<file path="config.mk">
export PLATFORM = sky130hd
export DESIGN_NAME = ahr_top
export DESIGN_NICKNAME = d
export VERILOG_FILES = /design/src/ahr_pkg.sv /design/src/ahr_top.sv /design/src/ahr_cycle.sv
export VERILOG_INCLUDE_DIRS = /design/src
export SDC_FILE = /design/constraint.sdc
export NUM_CORES = 1
export LEC_CHECK = 0
export ABC_AREA = 0
export BUFFER_PORTS_ARGS = -buffer_cell sky130_fd_sc_hd__buf_2
export CAP_MARGIN = 20
export CORE_MARGIN = 5
export CORE_UTILIZATION = 40
export CTS_CLUSTER_SIZE = 28
export DETAILED_ROUTE_END_ITERATION = 10
export PLACE_DENSITY = 0.61
export SYNTH_ARGS = -nofsm -noshare
export SYNTH_HDL_FRONTEND = slang
export SYNTH_SLANG_ARGS = --single-unit
</file>
<file path="constraint.sdc">
create_clock -name mclk -period 12.7 [get_ports mclk]
set_clock_uncertainty 0.2 [all_clocks]
set_input_delay 2.54 -clock mclk [delete_from_list [all_inputs] [get_ports mclk]]
set_output_delay 2.54 -clock mclk [all_outputs]
set_load 0.05 [all_outputs]
</file>
<file path="src/ahr_defs.svh">
// Constants for the ATA host register access block
`ifndef AHR_DEFS_SVH
`define AHR_DEFS_SVH

// Register offsets (word index on the 6-bit address port)
`define AHR_OFF_CFG        6'h00
`define AHR_OFF_STAT       6'h01
`define AHR_OFF_PIO_T      6'h04
`define AHR_OFF_MDMA_T     6'h08
`define AHR_OFF_ULTRA_DMA_MODE_T     6'h0C
`define AHR_OFF_DRV_BASE   6'h20
`define AHR_OFF_DRV_CMD    6'h27
`define AHR_OFF_DRV_CTL    6'h2E

// Counts of timing registers per mode
`define AHR_NUM_PIO_T      4
`define AHR_NUM_MDMA_T     4
`define AHR_NUM_ULTRA_DMA_MODE_T     9

// Configuration field positions
`define AHR_CFG_PIO_LSB    0
`define AHR_CFG_ULTRA_DMA_MODE_LSB   4
`define AHR_MAX_MODE       3'h4

// Status field positions
`define AHR_ST_XFER        0
`define AHR_ST_BUSY        1
`define AHR_ST_DMA         2

// Bit of the command write that carries the local DMA-mode setting
`define AHR_DMA_MODE_BIT   8

// Reset values
`define AHR_CFG_RST        8'h00
`define AHR_TIM_RST        8'h0F

// Timing reference and system clock rates in MHz
`define AHR_REF_MHZ        60
`define AHR_CLK_MHZ        50

`endif

</file>
<file path="src/ahr_pkg.sv">
// Types and shared arithmetic for the ATA host register access block
`include "ahr_defs.svh"

package ahr_pkg;

	// Phases of one drive register cycle on the cable
	typedef enum logic [1:0] {
		AHR_IDLE,
		AHR_SETUP,
		AHR_ACTIVE,
		AHR_RECOVER
	} ahr_phase_t;

	// Reference-clock ticks to mclk cycles, rounded up, at least one
	function automatic logic [8:0] ahr_ticks(input logic [7:0] ticks);
		logic [17:0] num;
		logic [17:0] res;
		num = 18'({10'h000, ticks}) * 18'(`AHR_CLK_MHZ) + 18'(`AHR_REF_MHZ - 1);
		res = num / 18'(`AHR_REF_MHZ);
		if (res == 18'h00000) begin
			res = 18'h00001;
		end
		return res[8:0];
	endfunction

endpackage

</file>
<file path="src/ahr_top.sv">
// ATA host register access: host registers and forwarded drive registers
//
// The address-and-strobe port and the placing of the registers are this design's own decisions.
`timescale 1ns/1ns
`default_nettype none
`include "ahr_defs.svh"

module ahr_top
	import ahr_pkg::*;
(
	input  wire logic        mclk,
	input  wire logic        reset,
	input  wire logic [5:0]  addr,
	input  wire logic [15:0] wr_data,
	input  wire logic        wr_stb,
	input  wire logic        rd_stb,
	output logic [15:0]      rd_data,
	input  wire logic        xfer_active,
	output logic             dma_mode,
	output logic [2:0]       pio_mode,
	output logic [2:0]       ultra_dma_mode,
	input  wire logic [15:0] dd_in,
	output logic [15:0]      dd_out,
	output logic             dd_oe_n,
	output logic [2:0]       da,
	output logic             cs0_n,
	output logic             cs1_n,
	output logic             dior_n,
	output logic             diow_n
);

	// Host configuration and mode-timing storage
	logic [7:0]  cfg_q;                          // Mode selects
	logic [7:0]  pio_t_q  [`AHR_NUM_PIO_T];      // PIO timing 1..4
	logic [7:0]  mdma_t_q [`AHR_NUM_MDMA_T];     // Multiword DMA timing 1..4
	logic [7:0]  ultra_dma_mode_t_q [`AHR_NUM_ULTRA_DMA_MODE_T];     // Ultra DMA timing 1..9
	logic        dma_mode_q;                     // Local DMA-mode setting
	logic        busy_q;                         // Device access busy flag
	logic        fetched_q;                      // A fetched drive value is waiting
	logic        cyc_wr_q;                       // Direction of the cycle in flight
	logic [5:0]  fetch_addr_q;                   // Location the value belongs to
	logic [15:0] rd_data_q;                      // Read answer, one cycle after strobe
	logic [15:0] rd_data_d;                      // Next read answer

	// Decode of the address port
	logic        hit_cfg;
	logic        hit_stat;
	logic        hit_pio;
	logic        hit_mdma;
	logic        hit_ultra_dma_mode;
	logic        hit_task;
	logic        hit_ctl;
	logic        hit_drive;
	logic [5:0]  pio_idx;
	logic [5:0]  mdma_idx;
	logic [5:0]  ultra_dma_mode_idx;
	logic        drive_ok;
	logic        launch;
	logic        launch_rd;
	logic        consume;
	logic [2:0]  wr_pio;
	logic [2:0]  wr_ultra_dma_mode;
	logic [7:0]  status;

	// Cycle engine handshake
	logic        cyc_done;
	logic [15:0] cyc_rdata;

	// Clip a requested mode to the supported range 0..4
	function automatic logic [2:0] clip_mode(input logic [2:0] m);
		return (m > `AHR_MAX_MODE) ? `AHR_MAX_MODE : m;
	endfunction

	assign pio_idx   = addr - `AHR_OFF_PIO_T;
	assign mdma_idx  = addr - `AHR_OFF_MDMA_T;
	assign ultra_dma_mode_idx  = addr - `AHR_OFF_ULTRA_DMA_MODE_T;
	assign hit_cfg   = (addr == `AHR_OFF_CFG);
	assign hit_stat  = (addr == `AHR_OFF_STAT);
	assign hit_pio   = (addr >= `AHR_OFF_PIO_T) && (pio_idx < 6'(`AHR_NUM_PIO_T));
	assign hit_mdma  = (addr >= `AHR_OFF_MDMA_T) && (mdma_idx < 6'(`AHR_NUM_MDMA_T));
	assign hit_ultra_dma_mode  = (addr >= `AHR_OFF_ULTRA_DMA_MODE_T) && (ultra_dma_mode_idx < 6'(`AHR_NUM_ULTRA_DMA_MODE_T));
	// Task file: data .. command/status at eight consecutive locations
	assign hit_task  = ((addr & 6'h38) == `AHR_OFF_DRV_BASE);
	assign hit_ctl   = (addr == `AHR_OFF_DRV_CTL);
	assign hit_drive = hit_task | hit_ctl;

	// Drive access is held off while a data transfer runs or a cycle is busy
	assign drive_ok  = hit_drive && !xfer_active && !busy_q;
	assign consume   = rd_stb && hit_drive && fetched_q && (fetch_addr_q == addr);
	assign launch_rd = rd_stb && drive_ok && !consume;
	assign launch    = launch_rd || (wr_stb && drive_ok);
	assign wr_pio    = clip_mode(wr_data[`AHR_CFG_PIO_LSB +: 3]);
	assign wr_ultra_dma_mode   = clip_mode(wr_data[`AHR_CFG_ULTRA_DMA_MODE_LSB +: 3]);

	// Status word; transfer flag follows the data path directly
	assign status = {5'h00, dma_mode_q, busy_q, xfer_active};

	assign pio_mode       = cfg_q[`AHR_CFG_PIO_LSB +: 3];
	assign ultra_dma_mode = cfg_q[`AHR_CFG_ULTRA_DMA_MODE_LSB +: 3];
	assign dma_mode       = dma_mode_q;
	assign rd_data        = rd_data_q;

	// Read mux; unmapped locations answer zero
	always_comb begin
		rd_data_d = 16'h0000;
		if (hit_cfg) begin
			rd_data_d = {8'h00, cfg_q};
		end else if (hit_stat) begin
			rd_data_d = {8'h00, status};
		end else if (hit_pio) begin
			rd_data_d = {8'h00, pio_t_q[pio_idx[1:0]]};
		end else if (hit_mdma) begin
			rd_data_d = {8'h00, mdma_t_q[mdma_idx[1:0]]};
		end else if (hit_ultra_dma_mode) begin
			rd_data_d = {8'h00, ultra_dma_mode_t_q[ultra_dma_mode_idx[3:0]]};
		end else if (hit_drive) begin
			// Dummy read shows the stale latch; the follow-up read shows the fetch
			rd_data_d = cyc_rdata;
		end
	end

	// Read answer register: data stand only in the cycle after the strobe
	always_ff @(posedge mclk or posedge reset) begin
		if (reset) begin
			rd_data_q <= 16'h0000;
		end else begin
			rd_data_q <= rd_stb ? rd_data_d : 16'h0000;
		end
	end

	// Host configuration and timing writes
	always_ff @(posedge mclk or posedge reset) begin
		if (reset) begin
			cfg_q <= `AHR_CFG_RST;
			for (int i = 0; i < `AHR_NUM_PIO_T; i++) begin
				pio_t_q[i] <= `AHR_TIM_RST;
			end
			for (int i = 0; i < `AHR_NUM_MDMA_T; i++) begin
				mdma_t_q[i] <= `AHR_TIM_RST;
			end
			for (int i = 0; i < `AHR_NUM_ULTRA_DMA_MODE_T; i++) begin
				ultra_dma_mode_t_q[i] <= `AHR_TIM_RST;
			end
		end else if (wr_stb) begin
			if (hit_cfg) begin
				cfg_q <= {1'b0, wr_ultra_dma_mode, 1'b0, wr_pio};
			end
			if (hit_pio) begin
				pio_t_q[pio_idx[1:0]] <= wr_data[7:0];
			end
			if (hit_mdma) begin
				mdma_t_q[mdma_idx[1:0]] <= wr_data[7:0];
			end
			if (hit_ultra_dma_mode) begin
				ultra_dma_mode_t_q[ultra_dma_mode_idx[3:0]] <= wr_data[7:0];
			end
		end
	end

	// Local DMA-mode bit rides on command writes and never reaches the cable
	always_ff @(posedge mclk or posedge reset) begin
		if (reset) begin
			dma_mode_q <= 1'b0;
		end else if (wr_stb && drive_ok && addr == `AHR_OFF_DRV_CMD) begin
			dma_mode_q <= wr_data[`AHR_DMA_MODE_BIT];
		end
	end

	// Busy flag: set at launch, cleared when the cable cycle reports done
	always_ff @(posedge mclk or posedge reset) begin
		if (reset) begin
			busy_q <= 1'b0;
		end else if (launch) begin
			busy_q <= 1'b1;
		end else if (cyc_done) begin
			busy_q <= 1'b0;
		end
	end

	// Fetch bookkeeping: a completed read waits for its follow-up read
	always_ff @(posedge mclk or posedge reset) begin
		if (reset) begin
			fetched_q    <= 1'b0;
			fetch_addr_q <= 6'h00;
		end else if (launch) begin
			fetched_q    <= 1'b0;
			fetch_addr_q <= addr;
		end else if (cyc_done && !cyc_wr_q) begin
			fetched_q <= 1'b1;
		end else if (consume) begin
			fetched_q <= 1'b0;
		end
	end

	// Direction of the cycle in flight, kept so the fetch flag only follows reads
	always_ff @(posedge mclk or posedge reset) begin
		if (reset) begin
			cyc_wr_q <= 1'b0;
		end else if (launch) begin
			cyc_wr_q <= wr_stb;
		end
	end

	// Cable engine; only the command byte is sent on a command write
	ahr_cycle u_cycle (
		.mclk      (mclk),
		.reset     (reset),
		.start     (launch),
		.is_write  (wr_stb),
		.sel_ctl   (hit_ctl),
		.reg_addr  (addr[2:0]),
		.wdata     ((addr == `AHR_OFF_DRV_CMD) ? {8'h00, wr_data[7:0]} : wr_data),
		.t_setup   (pio_t_q[0]),
		.t_active  (pio_t_q[1]),
		.t_recover (pio_t_q[2]),
		.dd_in     (dd_in),
		.busy      (),
		.done      (cyc_done),
		.rdata     (cyc_rdata),
		.da        (da),
		.cs0_n     (cs0_n),
		.cs1_n     (cs1_n),
		.dior_n    (dior_n),
		.diow_n    (diow_n),
		.dd_out    (dd_out),
		.dd_oe_n   (dd_oe_n)
	);

endmodule

`default_nettype wire

</file>
<file path="src/ahr_cycle.sv">
// One PIO register cycle on the drive cable: setup, strobe, recovery
`timescale 1ns/1ns
`default_nettype none
`include "ahr_defs.svh"

module ahr_cycle
	import ahr_pkg::*;
(
	input  wire logic        mclk,
	input  wire logic        reset,
	input  wire logic        start,
	input  wire logic        is_write,
	input  wire logic        sel_ctl,
	input  wire logic [2:0]  reg_addr,
	input  wire logic [15:0] wdata,
	input  wire logic [7:0]  t_setup,
	input  wire logic [7:0]  t_active,
	input  wire logic [7:0]  t_recover,
	input  wire logic [15:0] dd_in,
	output logic             busy,
	output logic             done,
	output logic [15:0]      rdata,
	output logic [2:0]       da,
	output logic             cs0_n,
	output logic             cs1_n,
	output logic             dior_n,
	output logic             diow_n,
	output logic [15:0]      dd_out,
	output logic             dd_oe_n
);

	ahr_phase_t  phase_q;     // Current phase
	logic [8:0]  cnt_q;       // Cycles left in the phase
	logic        wr_q;        // Cycle direction
	logic        last;        // Final cycle of the phase

	assign last = (cnt_q == 9'h001);
	assign busy = (phase_q != AHR_IDLE);

	// Phase sequencer; counts use the 60 MHz unit converted to mclk cycles
	always_ff @(posedge mclk or posedge reset) begin
		if (reset) begin
			phase_q <= AHR_IDLE;
			cnt_q   <= 9'h000;
			wr_q    <= 1'b0;
			done    <= 1'b0;
			rdata   <= 16'h0000;
			da      <= 3'h0;
			cs0_n   <= 1'b1;
			cs1_n   <= 1'b1;
			dior_n  <= 1'b1;
			diow_n  <= 1'b1;
			dd_out  <= 16'h0000;
			dd_oe_n <= 1'b1;
		end else begin
			done <= 1'b0;
			case (phase_q)
				AHR_IDLE: begin
					if (start) begin
						// Address and chip selects lead the strobe by the setup time
						phase_q <= AHR_SETUP;
						cnt_q   <= ahr_ticks(t_setup);
						wr_q    <= is_write;
						da      <= reg_addr;
						cs0_n   <= sel_ctl;
						cs1_n   <= ~sel_ctl;
						dd_out  <= wdata;
						dd_oe_n <= ~is_write;
					end
				end
				AHR_SETUP: begin
					cnt_q <= cnt_q - 9'h001;
					if (last) begin
						phase_q <= AHR_ACTIVE;
						cnt_q   <= ahr_ticks(t_active);
						dior_n  <= wr_q;
						diow_n  <= ~wr_q;
					end
				end
				AHR_ACTIVE: begin
					cnt_q <= cnt_q - 9'h001;
					if (last) begin
						// Read data are caught on the strobe's last cycle
						if (!wr_q) begin
							rdata <= dd_in;
						end
						phase_q <= AHR_RECOVER;
						cnt_q   <= ahr_ticks(t_recover);
						dior_n  <= 1'b1;
						diow_n  <= 1'b1;
					end
				end
				AHR_RECOVER: begin
					cnt_q <= cnt_q - 9'h001;
					if (last) begin
						// Busy only drops once recovery is over and data are latched
						phase_q <= AHR_IDLE;
						done    <= 1'b1;
						cs0_n   <= 1'b1;
						cs1_n   <= 1'b1;
						dd_oe_n <= 1'b1;
					end
				end
				default: begin
					phase_q <= AHR_IDLE;
				end
			endcase
		end
	end

endmodule

`default_nettype wire

</file>
==> results.cfg <==
[global_routing]
grt_pass1_vias = 13995
antenna_found_initial = 1
grt_util_all_layers_pct = 18.76
grt_pass1_wl_mm = 74.51
grt.overflow.total = 0
grt_start_max_net_pins = 107

[synthesis]
ys.flop_type = dfrtp_1
ys_top_cells_by_count = mux2_2, dfrtp_1, nand2_1
yosysMostFrequentCell = mux2_2
synth_edf_count = 0
synth_area_leader_cell = dfrtp_1
synth_cell_types = 112
async_flop_share_pct = 100.0
synthXorXnorAreaFrac_pct = 4.224
synth.avg_cell_area_sq_um = 9.703
synth_compound_area_share_pct = 18.86
syn-cell-area_sq_mm = 0.01733
synth-simple-area-share_pct = 16.86
syn_nets = 1943
ys_warn_count = 0
synth.area.mux_share_pct = 15.63
ys_top_cells_by_area = dfrtp_1, dfstp_2, mux2_2
synth-seq-cells = 221
synth.top_cell.area_share_pct = 21.37
ys_seq_area_share_pct = 32.44
synthesis.instances = 1786
synthAdderAreaFrac_pct = 8.678
synth_top_family_by_area = compound AO/OA/AOI/OAI gates

[cts]
cts_hold_buf = 0
cts_root_buf = clkbuf_16
clkSinkCount = 221
clk_pin_slew_worst_paths_ps = 70
clk_latency_ps = 530
ctsLongestPathBuffers = 3
cts.repair.resized = 0
cts_buffers = 23
cts_tree = done
cts_max_level = 1
postCtsSetupRepairBufs = 0

[sta]
fin_crit_ps = 7978
finalMaxSlewViolations = 0
setup_violations = 0
fmax_mhz = 125.3
finalCritPeriodShare_pct = 62.82
grt_setup_unrepaired = no
slew_headroom_pct = 35.03
finalHoldViolations = 0
setup_tns_ps = 0
tightest_slew_ps = 972.7

[final_layout]
fin_nets = 1995
drive_above_1_share_pct = 26.09
postLayoutCellArea_sq_mm = 0.01911
layout-area-overhead-vs-synth_pct = 10.28

[power_and_ir_drop]
leakagePower_nw = 8.304
peakVddDrop_mv = 0.1354
power_mw = 4.522
p_per_area_mw_per_mm2 = 236.6

[place]
placed_area_sq_mm = 0.01828
gp_congestion = 0.8904
io_buffer_count = 89
hpwl_mm = 34.01

[setup_path]
startpoint_type = flop
path_class = flop to flop
critical_path_arrival_ps = 8200
cp_max_fo = 10
r2r_start = pio_t_q[26]
cp.required_ps = 12920
crit_path_end_kind = flop
crit_start = pio_t_q[26]

[floorplanning]
die_w_um = 218.2
core_sq_mm = 0.04298
die_area_sq_mm = 0.04759
die_y_um = 218.2
num_rows = 76
io_pins = 90
initial_core_util_pct = 40.32

[detailed_routing]
wl_per_cell_um = 18.92
drtPass1Iterations = 6
drc = 0
wl_mm = 46.19
initialDrtViolationCount = 982
via_count = 14440
routed_via_density = 5.916
ant_nets = 0

[outcome]
status = finished, final reports clean

[min_path]
hold_start = u_cycle.wr_q
min_path_type = flop to flop

[job]
drv_cap = 0
==> state kept, by name, indices dropped and copies added, names as in the netlist <==
| name | count |
|---|---|
| u_cycle.rdata | 16 |
| u_cycle.cs1_n | 1 |
| u_cycle.cs0_n | 1 |
| cyc_wr_q | 1 |
| fetched_q | 1 |
| mdma_t_q | 32 |
| u_cycle.diow_n | 1 |
| u_cycle.cnt_q | 9 |
| u_cycle.dd_oe_n | 1 |
| ultra_dma_mode_t_q | 72 |
| pio_t_q | 32 |
| busy_q | 1 |
| u_cycle.done | 1 |
| dma_mode | 1 |
| u_cycle.phase_q | 2 |
| rd_data | 16 |
| u_cycle.dd_out | 16 |
| u_cycle.dior_n | 1 |
| u_cycle.da | 3 |
| u_cycle.wr_q | 1 |
| fetch_addr_q | 6 |
| cfg_q | 6 |
==> final timing paths <==
kind	endpoint	cells past startpoint	slack (ps)
min in group asynchronous	u_cycle.dd_out[1]	2	1900
max	u_cycle.cnt_q[0]	26	4720
min	u_cycle.diow_n	1	250
max reg2reg	u_cycle.cnt_q[0]	26	4720
max in group asynchronous	u_cycle.dd_out[14]	3	9030
min reg2reg	u_cycle.diow_n	1	250
==> through the flow <==
step	worst slack, ps	hold WS [ps]	utilization [%]	cells
2_1_floorplan	4031	205.0	-	1786
3_3_place_gp	4852	235.9	42.51	2396
3_5_place_dp	4696	236.4	42.52	2397
4_1_cts	4642	249.5	44.45	2439
5_1_grt	4077	265.8	44.47	2441
6_report	4722	254.9	44.47	2441
==> power by group <==
| part | internal (mW) | total, mW | switching [mW] |
|---|---|---|---|
| Sequential | 0.789 | 0.842 | 0.0532 |
| Combinational | 1.09 | 2.94 | 1.85 |
| Clock | 0.442 | 0.742 | 0.300 |
| Total | 2.32 | 4.52 | 2.20 |
==> cell usage in the layout (no fill, tap or decap), types with 25 or more instances in the layout <==
master	instances
a21oi_1	67
a31oi_1	33
and2_1	26
buf_2	91
dfrtp_1	148
dfstp_2	73
ha_1	105
inv_1	71
mux2_2	168
mux4_2	32
nand2_1	135
nand3_1	63
nand4_1	25
nor2_1	110
nor3_1	39
o211ai_1	27
o21ai_0	98
xnor2_1	51
xor2_1	27
==> layer usage <==
metal	up-vias	wire length [um]	GRT usage [%]
met3	74	1902	2.203
met2	367	22070	31.81
met1	7133	21100	25.89
met5	-	0	0
li1	6866	-	-
met4	0	1124	4.312
==> cell families after synthesis <==
| family | count (synthesis) |
|---|---|
| simple gates | 557 |
| compound gates | 458 |
| flops | 221 |
| mux | 209 |
| buf+inv | 145 |
| fa+ha+maj | 115 |
| xor+xnor | 81 |
==> critical path, cell delays in order (launching register included) <==
cell and delay [ps]:
dfstp_2 690, inv_1 70, ha_1 270, inv_1 40, ha_1 280, ha_1 310
inv_1 60, fa_1 470, nand2b_1 180, a21oi_1 150, o221ai_1 220, xnor2_1 640
a31oi_1 240, or3_1 490, nor3_1 340, o211ai_1 230, a21oi_2 330, nor3_2 120
o311ai_0 390, nor3b_2 330, a21o_1 200, a31oi_2 90, or3_4 390, a2111oi_4 370
nor4_1 90, or4_1 510, o211a_1 150
==> final cells by class <==
class	count	area, sq um
multi-input cells	1420	11130
inverters	74	285.3
repair buffers	98	508.0
clock inverters	13	190.2
well taps	585	732.0
fillers	4119	23870
clock buffers	29	638.1
diodes	1	2.502
flip-flops and latches	221	5622
Note: power is estimated with default switching activity, not from simulation.
